File: src/ctoc_consts.vh
// offsets, field layouts, reset values and timing figures of the top-off block
`ifndef CTOC_CONSTS_VH
`define CTOC_CONSTS_VH

`define CTOC_ADDR_TOPOFF_BATT_SYS_OVERCURRENT 8'h19
`define CTOC_ADDR_TERM_VOLT 8'h1a

`define CTOC_ITH_LSB 0
`define CTOC_ITH_MSB 2
`define CTOC_DUR_LSB 3
`define CTOC_DUR_MSB 5
`define CTOC_DBSEL_BIT 6
`define CTOC_TRACK_BIT 7
`define CTOC_CV_MSB 5
`define CTOC_SPARE_LSB 6

`define CTOC_RST_ITH 3'h0
`define CTOC_RST_DUR 3'h3
`define CTOC_RST_DBSEL 1'h0
`define CTOC_RST_TRACK 1'h1
`define CTOC_RST_CV 6'h00
`define CTOC_RST_SPARE 2'h0

// threshold in mA: base, step per code, ceiling code
`define CTOC_ITH_BASE_MA 13'h064
`define CTOC_ITH_STEP_MA 13'h064
`define CTOC_ITH_MAX_CODE 3'h5
// top-off duration step per code, in minutes
`define CTOC_DUR_STEP_MIN 7'h0a

// debounce times in ms and clock rate in kHz
`define CTOC_DB_SHORT_MS 6
`define CTOC_DB_LONG_MS 100
`define CTOC_CLK_KHZ 25000
`define CTOC_MIN_S 60

// detail status codes reported to the host
`define CTOC_DTLS_IDLE 4'h0
`define CTOC_DTLS_FAST 4'h3
`define CTOC_DTLS_TOPOFF 4'h4
`define CTOC_DTLS_DONE 4'h5
`define CTOC_DTLS_BATT_SYS_OVERCURRENT 4'h8

`endif

File: src/ctoc_topoff_regs.v
// top-off / overcurrent configuration registers and charge sequencing
`include "ctoc_consts.vh"

// Functional notes
// - in constant-voltage fast charge, drop into top-off once current decays to the threshold.
// - entering top-off from fast charge pulses the charger event interrupt.
// - after entering top-off, the detail status reports top-off.
// - entering top-off starts a timer of ten minutes per code of bits 5:3 (one minute for code 0), reset code 3.
// - bits 2:0 select the threshold, 100 mA plus 100 mA per code, reset code 0.
// - reading the threshold field returns the threshold actually in effect.
// - bit 6 picks a 6 ms or 100 ms battery-to-system overcurrent debounce.
// - overcurrent lasting the debounce time disables the charger.
// - termination voltage reads the effective code, or the zone code when compliance is on.
module ctoc_topoff_regs #(
    parameter DB_SHORT_CYC = `CTOC_DB_SHORT_MS * `CTOC_CLK_KHZ,
    parameter DB_LONG_CYC = `CTOC_DB_LONG_MS * `CTOC_CLK_KHZ,
    parameter CYC_PER_MIN = `CTOC_MIN_S * 1000 * `CTOC_CLK_KHZ
) (
    input wire ref_clk,
    input wire rst_n,
    input wire [7:0] reg_addr,
    input wire [7:0] reg_wdata,
    input wire reg_wr,
    input wire reg_rd,
    output reg [7:0] reg_rdata,
    input wire charge_enable,
    input wire cv_regulation,
    input wire [12:0] charge_current_ma,
    input wire batt_sys_overcurrent,
    input wire temp_zone_compliance_enable,
    input wire [5:0] zone_cv_code,
    output reg charger_on,
    output reg charger_event_irq,
    output reg [3:0] charger_detail_status,
    output reg system_tracking_disable,
    output reg [5:0] termination_voltage_code
);

    localparam ST_IDLE = 5'b00001;
    localparam ST_FAST = 5'b00010;
    localparam ST_TOPOFF = 5'b00100;
    localparam ST_DONE = 5'b01000;
    localparam ST_BATT_SYS_OVERCURRENT = 5'b10000;

    // threshold in mA for a top-off current code
    function [12:0] ith_ma;
        input [2:0] code;
        begin
            ith_ma = `CTOC_ITH_BASE_MA + `CTOC_ITH_STEP_MA * {10'h000, code};
        end
    endfunction

    reg [2:0] topoff_current_threshold_reg;
    reg [2:0] topoff_duration_reg;
    reg batt_sys_overcurrent_debounce_sel_reg;
    reg [5:0] cv_code_reg;
    reg [1:0] spare_bits_reg;
    reg [2:0] ith_eff_reg;
    reg [4:0] state_reg;
    reg [4:0] state_next;
    reg [31:0] db_cnt_reg;
    reg [31:0] min_pre_reg;
    reg [6:0] min_cnt_reg;
    reg [6:0] min_goal_reg;
    // two-stage synchronisers for analog-side inputs
    reg en_s1_reg, en_s2_reg, cv_s1_reg, cv_s2_reg, oc_s1_reg, oc_s2_reg;
    reg zone_s1_reg, zone_s2_reg;
    reg [12:0] cur_s1_reg, cur_s2_reg, cur_s3_reg, cur_ok_reg;
    reg [5:0] zcv_s1_reg, zcv_s2_reg, zcv_s3_reg, zcv_ok_reg;

    wire wr_cfg = reg_wr && (reg_addr == `CTOC_ADDR_TOPOFF_BATT_SYS_OVERCURRENT);
    wire wr_cv = reg_wr && (reg_addr == `CTOC_ADDR_TERM_VOLT);
    wire [31:0] db_goal = batt_sys_overcurrent_debounce_sel_reg ?
        DB_LONG_CYC : DB_SHORT_CYC;
    wire db_hit = oc_s2_reg && (db_cnt_reg >= db_goal - 32'h1);
    wire min_tick = (min_pre_reg >= CYC_PER_MIN - 32'h1);
    wire timer_done = min_tick && (min_cnt_reg + 7'h01 >= min_goal_reg);
    wire [12:0] ith_ma_w = ith_ma(ith_eff_reg);
    wire ith_cross = cv_s2_reg && (cur_ok_reg <= ith_ma_w);
    // zone code governs the termination voltage while compliance is on
    wire [5:0] cv_eff = zone_s2_reg ? zcv_ok_reg : cv_code_reg;
    // clamp codes above the ceiling, they all mean the top threshold
    wire [2:0] ith_wr_code = (reg_wdata[`CTOC_ITH_MSB:`CTOC_ITH_LSB] >
        `CTOC_ITH_MAX_CODE) ? `CTOC_ITH_MAX_CODE :
        reg_wdata[`CTOC_ITH_MSB:`CTOC_ITH_LSB];

    // synchronisers: first stage read only by second
    always @(posedge ref_clk)
    begin
        if (!rst_n)
        begin
            en_s1_reg <= 1'b0;
            en_s2_reg <= 1'b0;
            cv_s1_reg <= 1'b0;
            cv_s2_reg <= 1'b0;
            oc_s1_reg <= 1'b0;
            oc_s2_reg <= 1'b0;
            zone_s1_reg <= 1'b0;
            zone_s2_reg <= 1'b0;
            cur_s1_reg <= 13'h1fff;
            cur_s2_reg <= 13'h1fff;
            zcv_s1_reg <= 6'h00;
            zcv_s2_reg <= 6'h00;
            cur_s3_reg <= 13'h1fff;
            cur_ok_reg <= 13'h1fff;
            zcv_s3_reg <= 6'h00;
            zcv_ok_reg <= 6'h00;
        end
        else
        begin
            en_s1_reg <= charge_enable;
            en_s2_reg <= en_s1_reg;
            cv_s1_reg <= cv_regulation;
            cv_s2_reg <= cv_s1_reg;
            oc_s1_reg <= batt_sys_overcurrent;
            oc_s2_reg <= oc_s1_reg;
            zone_s1_reg <= temp_zone_compliance_enable;
            zone_s2_reg <= zone_s1_reg;
            cur_s1_reg <= charge_current_ma;
            cur_s2_reg <= cur_s1_reg;
            zcv_s1_reg <= zone_cv_code;
            zcv_s2_reg <= zcv_s1_reg;
            // multi-bit words pass only after two equal samples, no tearing
            cur_s3_reg <= cur_s2_reg;
            zcv_s3_reg <= zcv_s2_reg;
            if (cur_s2_reg == cur_s3_reg)
                cur_ok_reg <= cur_s2_reg;
            if (zcv_s2_reg == zcv_s3_reg)
                zcv_ok_reg <= zcv_s2_reg;
        end
    end

    // host-writable fields
    always @(posedge ref_clk)
    begin
        if (!rst_n)
        begin
            topoff_current_threshold_reg <= `CTOC_RST_ITH;
            topoff_duration_reg <= `CTOC_RST_DUR;
            batt_sys_overcurrent_debounce_sel_reg <= `CTOC_RST_DBSEL;
            system_tracking_disable <= `CTOC_RST_TRACK;
            cv_code_reg <= `CTOC_RST_CV;
            spare_bits_reg <= `CTOC_RST_SPARE;
        end
        else
        begin
            if (wr_cfg)
            begin
                topoff_current_threshold_reg <= ith_wr_code;
                topoff_duration_reg <= reg_wdata[`CTOC_DUR_MSB:`CTOC_DUR_LSB];
                batt_sys_overcurrent_debounce_sel_reg <=
                    reg_wdata[`CTOC_DBSEL_BIT];
                system_tracking_disable <= reg_wdata[`CTOC_TRACK_BIT];
            end
            if (wr_cv)
            begin
                cv_code_reg <= reg_wdata[`CTOC_CV_MSB:0];
                spare_bits_reg <= reg_wdata[7:`CTOC_SPARE_LSB];
            end
        end
    end

    // threshold in effect: frozen during top-off; used by the top-off entry test and by the threshold read-back
    always @(posedge ref_clk)
    begin
        if (!rst_n)
            ith_eff_reg <= `CTOC_RST_ITH;
        else if (state_reg != ST_TOPOFF)
            ith_eff_reg <= topoff_current_threshold_reg;
    end

    // charge sequencing
    always @*
    begin
        state_next = state_reg;
        case (state_reg)
            ST_IDLE:
                if (en_s2_reg)
                    state_next = ST_FAST;
            ST_FAST:
                if (ith_cross)
                    state_next = ST_TOPOFF;
            ST_TOPOFF:
                if (timer_done)
                    state_next = ST_DONE;
            ST_DONE:
                state_next = ST_DONE;
            ST_BATT_SYS_OVERCURRENT:
                state_next = ST_BATT_SYS_OVERCURRENT;
            default:
                state_next = ST_IDLE;
        endcase
        // disabling drops everything; overcurrent latches off until re-enable
        if (!en_s2_reg)
            state_next = ST_IDLE;
        else if (db_hit && state_reg != ST_IDLE)
            state_next = ST_BATT_SYS_OVERCURRENT;
    end

    always @(posedge ref_clk)
    begin
        if (!rst_n)
            state_reg <= ST_IDLE;
        else
            state_reg <= state_next;
    end

    // overcurrent debounce, restarts whenever the condition drops
    always @(posedge ref_clk)
    begin
        if (!rst_n || !oc_s2_reg || db_hit)
            db_cnt_reg <= 32'h0;
        else
            db_cnt_reg <= db_cnt_reg + 32'h1;
    end

    // top-off timer: minute prescaler plus minute counter
    always @(posedge ref_clk)
    begin
        if (!rst_n || state_reg != ST_TOPOFF)
        begin
            min_pre_reg <= 32'h0;
            min_cnt_reg <= 7'h00;
        end
        else if (min_tick)
        begin
            min_pre_reg <= 32'h0;
            min_cnt_reg <= min_cnt_reg + 7'h01;
        end
        else
            min_pre_reg <= min_pre_reg + 32'h1;
    end

    // duration sampled at entry; zero code still waits one minute minimum
    always @(posedge ref_clk)
    begin
        if (!rst_n)
            min_goal_reg <= 7'h01;
        else if (state_reg == ST_FAST && state_next == ST_TOPOFF)
            min_goal_reg <= (topoff_duration_reg == 3'h0) ? 7'h01 :
                `CTOC_DUR_STEP_MIN * {4'h0, topoff_duration_reg};
    end

    // status, event and power outputs, all registered
    always @(posedge ref_clk)
    begin
        if (!rst_n)
        begin
            charger_on <= 1'b0;
            charger_event_irq <= 1'b0;
            charger_detail_status <= `CTOC_DTLS_IDLE;
            termination_voltage_code <= `CTOC_RST_CV;
        end
        else
        begin
            charger_on <= (state_next == ST_FAST) ||
                (state_next == ST_TOPOFF);
            charger_event_irq <= (state_reg == ST_FAST) &&
                (state_next == ST_TOPOFF);
            case (state_next)
                ST_FAST: charger_detail_status <= `CTOC_DTLS_FAST;
                ST_TOPOFF: charger_detail_status <= `CTOC_DTLS_TOPOFF;
                ST_DONE: charger_detail_status <= `CTOC_DTLS_DONE;
                ST_BATT_SYS_OVERCURRENT: charger_detail_status <= `CTOC_DTLS_BATT_SYS_OVERCURRENT;
                default: charger_detail_status <= `CTOC_DTLS_IDLE;
            endcase
            termination_voltage_code <= cv_eff;
        end
    end

    // read port: one cycle after the strobe; unmapped reads as zero
    always @(posedge ref_clk)
    begin
        if (!rst_n)
            reg_rdata <= 8'h00;
        else if (reg_rd)
        begin
            if (reg_addr == `CTOC_ADDR_TOPOFF_BATT_SYS_OVERCURRENT)
                reg_rdata <= {system_tracking_disable,
                    batt_sys_overcurrent_debounce_sel_reg,
                    topoff_duration_reg, ith_eff_reg};
            else if (reg_addr == `CTOC_ADDR_TERM_VOLT)
                reg_rdata <= {spare_bits_reg, cv_eff};
            else
                reg_rdata <= 8'h00;
        end
    end

endmodule

File: config.mk
export PLATFORM = sky130hd
export DESIGN_NAME = ctoc_topoff_regs
export DESIGN_NICKNAME = d
export VERILOG_FILES = /design/src/ctoc_topoff_regs.v
export VERILOG_INCLUDE_DIRS = /design/src
export SDC_FILE = /design/constraint.sdc
export NUM_CORES = 1
export LEC_CHECK = 0
export ABC_AREA = 1
export BUFFER_PORTS_ARGS = -buffer_cell sky130_fd_sc_hd__buf_2
export CAP_MARGIN = 10
export CORE_UTILIZATION = 60
export CTS_CLUSTER_SIZE = 30
export DETAILED_ROUTE_END_ITERATION = 10
export PLACE_DENSITY = 0.84
export SETUP_SLACK_MARGIN = 0.1
export SLEW_MARGIN = 15
export SYNTH_ARGS = -nofsm -noshare
export SYNTH_HDL_FRONTEND = slang
export SYNTH_SLANG_ARGS = --single-unit
export TNS_END_PERCENT = 10
File: constraint.sdc
create_clock -name ref_clk -period 3.1 [get_ports ref_clk]
set_input_delay 0.62 -clock ref_clk [delete_from_list [all_inputs] [get_ports ref_clk]]
set_output_delay 0.62 -clock ref_clk [all_outputs]
set_load 0.01 [all_outputs]
==> impl_metrics.tcl <==
set metrics [dict create \
    timing_worst_slew_pin_value_ns 0.755 \
    final_core_utilization_pct 72.4 \
    initial_antenna_violation_count 0 \
    number_of_enable_flip_flop_cells_after_synthesis 0 \
    pwr_density_cell_mw_per_mm2 567 \
    cts.reportedPaths.clkPinSlew_ns 0.06 \
    final_cell_count_without_fillers 1371 \
    grt-ovfl-total 0 \
    globalRouteTotalUtil_pct 22.6 \
    vias 7067 \
    synthDominantAreaCellType "dfxtp_1" \
    hold_violations 0 \
    area_delta_synth_final_pct 15.7 \
    multi_input_comb_area_sq_mm 0.00417 \
    number_of_buffers_added_by_the_clock_tree_synthesis_step 21 \
    drive_above_1_share_pct 17.5 \
    effective_utilization_at_floorplan_pct 62.6 \
    post_synth_num_cell_types 47 \
    cts_max_path_buffers 3 \
    leakagePower_nw 4.54 \
    totalNegativeSetupSlack_ns 0 \
    synth_seq_cells 206 \
    post_synth_instance_area_sq_mm 0.00883 \
    drt_drc_violations_left 0 \
    hold-worst-slack_ns 0.297 \
    yosys-top-cells-area "dfxtp_1, nand2_1, inv_1" \
    rsz0062_at_grt "false" \
    initialDrtViolationCount 386 \
    dp.final_hpwl_um 11600 \
    worstPathArrival_ns 3.36 \
    cts_setup_buffers 0 \
    start_kind "flip-flop" \
    endpoint_kind "flip-flop" \
    vias_per_instance 5.15 \
    fin_crit_ns 2.93 \
    postSynth.topFlopCell "dfxtp_1" \
    finalClockSkew_ns 0.00673 \
    min_period_over_period_pct 94.5 \
    rows 43 \
    cts_hold_repair.buffers 0 \
    hold_class "in2reg" \
    setup_failing_eps_final 0 \
    async_reset_ff_share_pct 0 \
    die_width_um 123 \
    antenna-diode-count 0 \
    numPlacedInstances 1332 \
    largest_net_degree_at_the_start_of_global_routing 70 \
    postRouteWirelength_um 16900 \
    grt_first_pass_wirelength_um 27900 \
    fp.dieH_um 123 \
    synth.avg_cell_area_sq_um 8.03 \
    clock_tree.root_cell "clkbuf_16" \
    fillers 1099 \
    slew-limit-headroom_pct 49.6 \
    mux_contribution_to_synthesized_area_pct 0 \
    cp_data_required_time_ns 3.53 \
    timing.max_cap.violations 0 \
    ant_nets 0 \
    post_synth_fa_ha_maj_area_fraction_pct 5.53 \
    final_max_slew_viol_count 0 \
    regArea_sq_mm 0.00413 \
    yosys.area_share.simple_pct 27.7 \
    first_global_vias 6335 \
    tritoncts_clock_tree "yes" \
    critPathKind "reg2reg" \
    outcome "completed" \
    tritoncts_num_sinks 206 \
    synth-compound-area-share_pct 8.93 \
    final_net_count 1258 \
    die_area_sq_mm 0.0152 \
    yosysSeqAreaShare_pct 46.7 \
    worst_skew_pair.late_latency_ns 0.50 \
    placeable_core_region_sq_mm 0.0141 \
    synth_top_area_share_pct 46.7 \
    port_buffers 63 \
    yosysWarnings 0 \
    io_pins 64 \
    total_power_mw 5.79 \
    synth_top_family_by_area "simple AND/OR/NAND/NOR gates" \
    synthCells 1099 \
    synth_xor_xnor_area_share_pct 3.57 \
    fmaxAchievable_mhz 341 \
    mostFrequentLayoutCell "nand2_1" \
    cts-htree-levels 1 \
    drt_first_pass_iters 6 \
    most-common-layout-cells "nand2_1, dfxtp_1, inv_1, nor2_1" \
    worst-path-max-fanout 7 \
    gpl.final_weighted_congestion 0.836 \
    wl_per_cell_um 12.3 \
    worst_ir_drop_vdd_mv 0.506 \
]
per-layer routing:
layer | track usage [%] | wire length [um] | share of wire, % | vias up
li1 | - | - | - | 3683
met1 | 27.2 | 7430 | 44 | 3217
met2 | 40.5 | 8410 | 50 | 132
met3 | 3.87 | 691 | 4.1 | 35
met4 | 7.30 | 398 | 2.4 | 0
met5 | 0 | 0 | 0 | -
worst paths after layout:
kind / startpoint / end / slack (ns) / cells after the start
hold / removal: temp_zone_compliance_enable / zone_s1_reg$_SDFF_PN0_ / 0.30 / 3
setup reg to reg: ith_eff_reg[0]$_SDFFE_PN0N_ / min_goal_reg[2]$_SDFFE_PN0P_ / 0.17 / 17
setup / recovery: ith_eff_reg[0]$_SDFFE_PN0N_ / min_goal_reg[2]$_SDFFE_PN0P_ / 0.17 / 17
hold reg to reg: cur_s1_reg[1]$_SDFF_PN1_ / cur_s2_reg[1]$_SDFF_PN1_ / 0.41 / 1
final cells by class:
cell class	instances	share of cell area, %
Clock buffer	25	5.49
Clock inverter	13	2.14
Inverter	150	5.54
Multi-Input combinational cell	730	40.8
Sequential cell	206	40.4
Tap cell	180	2.21
Timing Repair Buffer	67	3.38
logic make-up after synthesis:
family                     Yosys count
buffers and inverters              173
other                                1
xor gates and xnor gates            36
adders and majority gates           39
and+or+nand+nor                    504
DFF                                206
AOI/OAI and AO/OA                  140
power by group:
part           switching [mW]  internal, mW
clock                    1.02          1.79
combinational           0.131        0.0916
sequential             0.0338          2.72
total                    1.19          4.60
through the flow:
step	setup WS, ns	cell area, sq um
after global routing	0.0343	10200
after detailed placement	-0.0235	9330
final	0.169	10200
after floorplan	0.332	8860
after CTS	0.138	10100
after global placement	0.198	9330
synthesized netlist by cell type (4+ instances only):
master and count:
a211oi_1 4, a21oi_1 65, a31oi_1 4, buf_2 4
clkbuf_1 18, dfxtp_1 206, ha_1 39, inv_1 144
inv_2 5, nand2_1 205, nand2_2 11, nand2_4 7
nand3_1 44, nand4_1 26, nor2_1 109, nor2_2 6
nor2_4 8, nor3_1 20, nor3b_1 5, nor4_1 9
o211ai_1 8, o21ai_0 43, or2_2 40, xnor2_1 15
xor2_1 21
critical path: stages, from the launching register on:
cell and delay, ns:
dfxtp_1 0.37, ha_1 0.31, ha_4 0.20, ha_4 0.27, nand2_1 0.06, a21oi_2 0.15
xnor2_2 0.07, ha_1 0.29, nand3_2 0.08, nor2_2 0.16, nand4_1 0.11, nand2_1 0.12
nand3_2 0.10, nand2_4 0.11, nand4_4 0.14, nand2_1 0.12, nand2_1 0.06, nor2_1 0.14
repair_timing:
| action | 4_1_cts | 5_1_grt |
|---|---|---|
| cloned | 1 | 0 |
| gates resized for setup | 5 | 15 |
| setup endpoints to repair | 10 | 10 |
| pin swaps | 0 | 8 |
| hold endpoints to repair | 0 | 0 |
No activity file was read; power rests on OpenSTA's default activity.
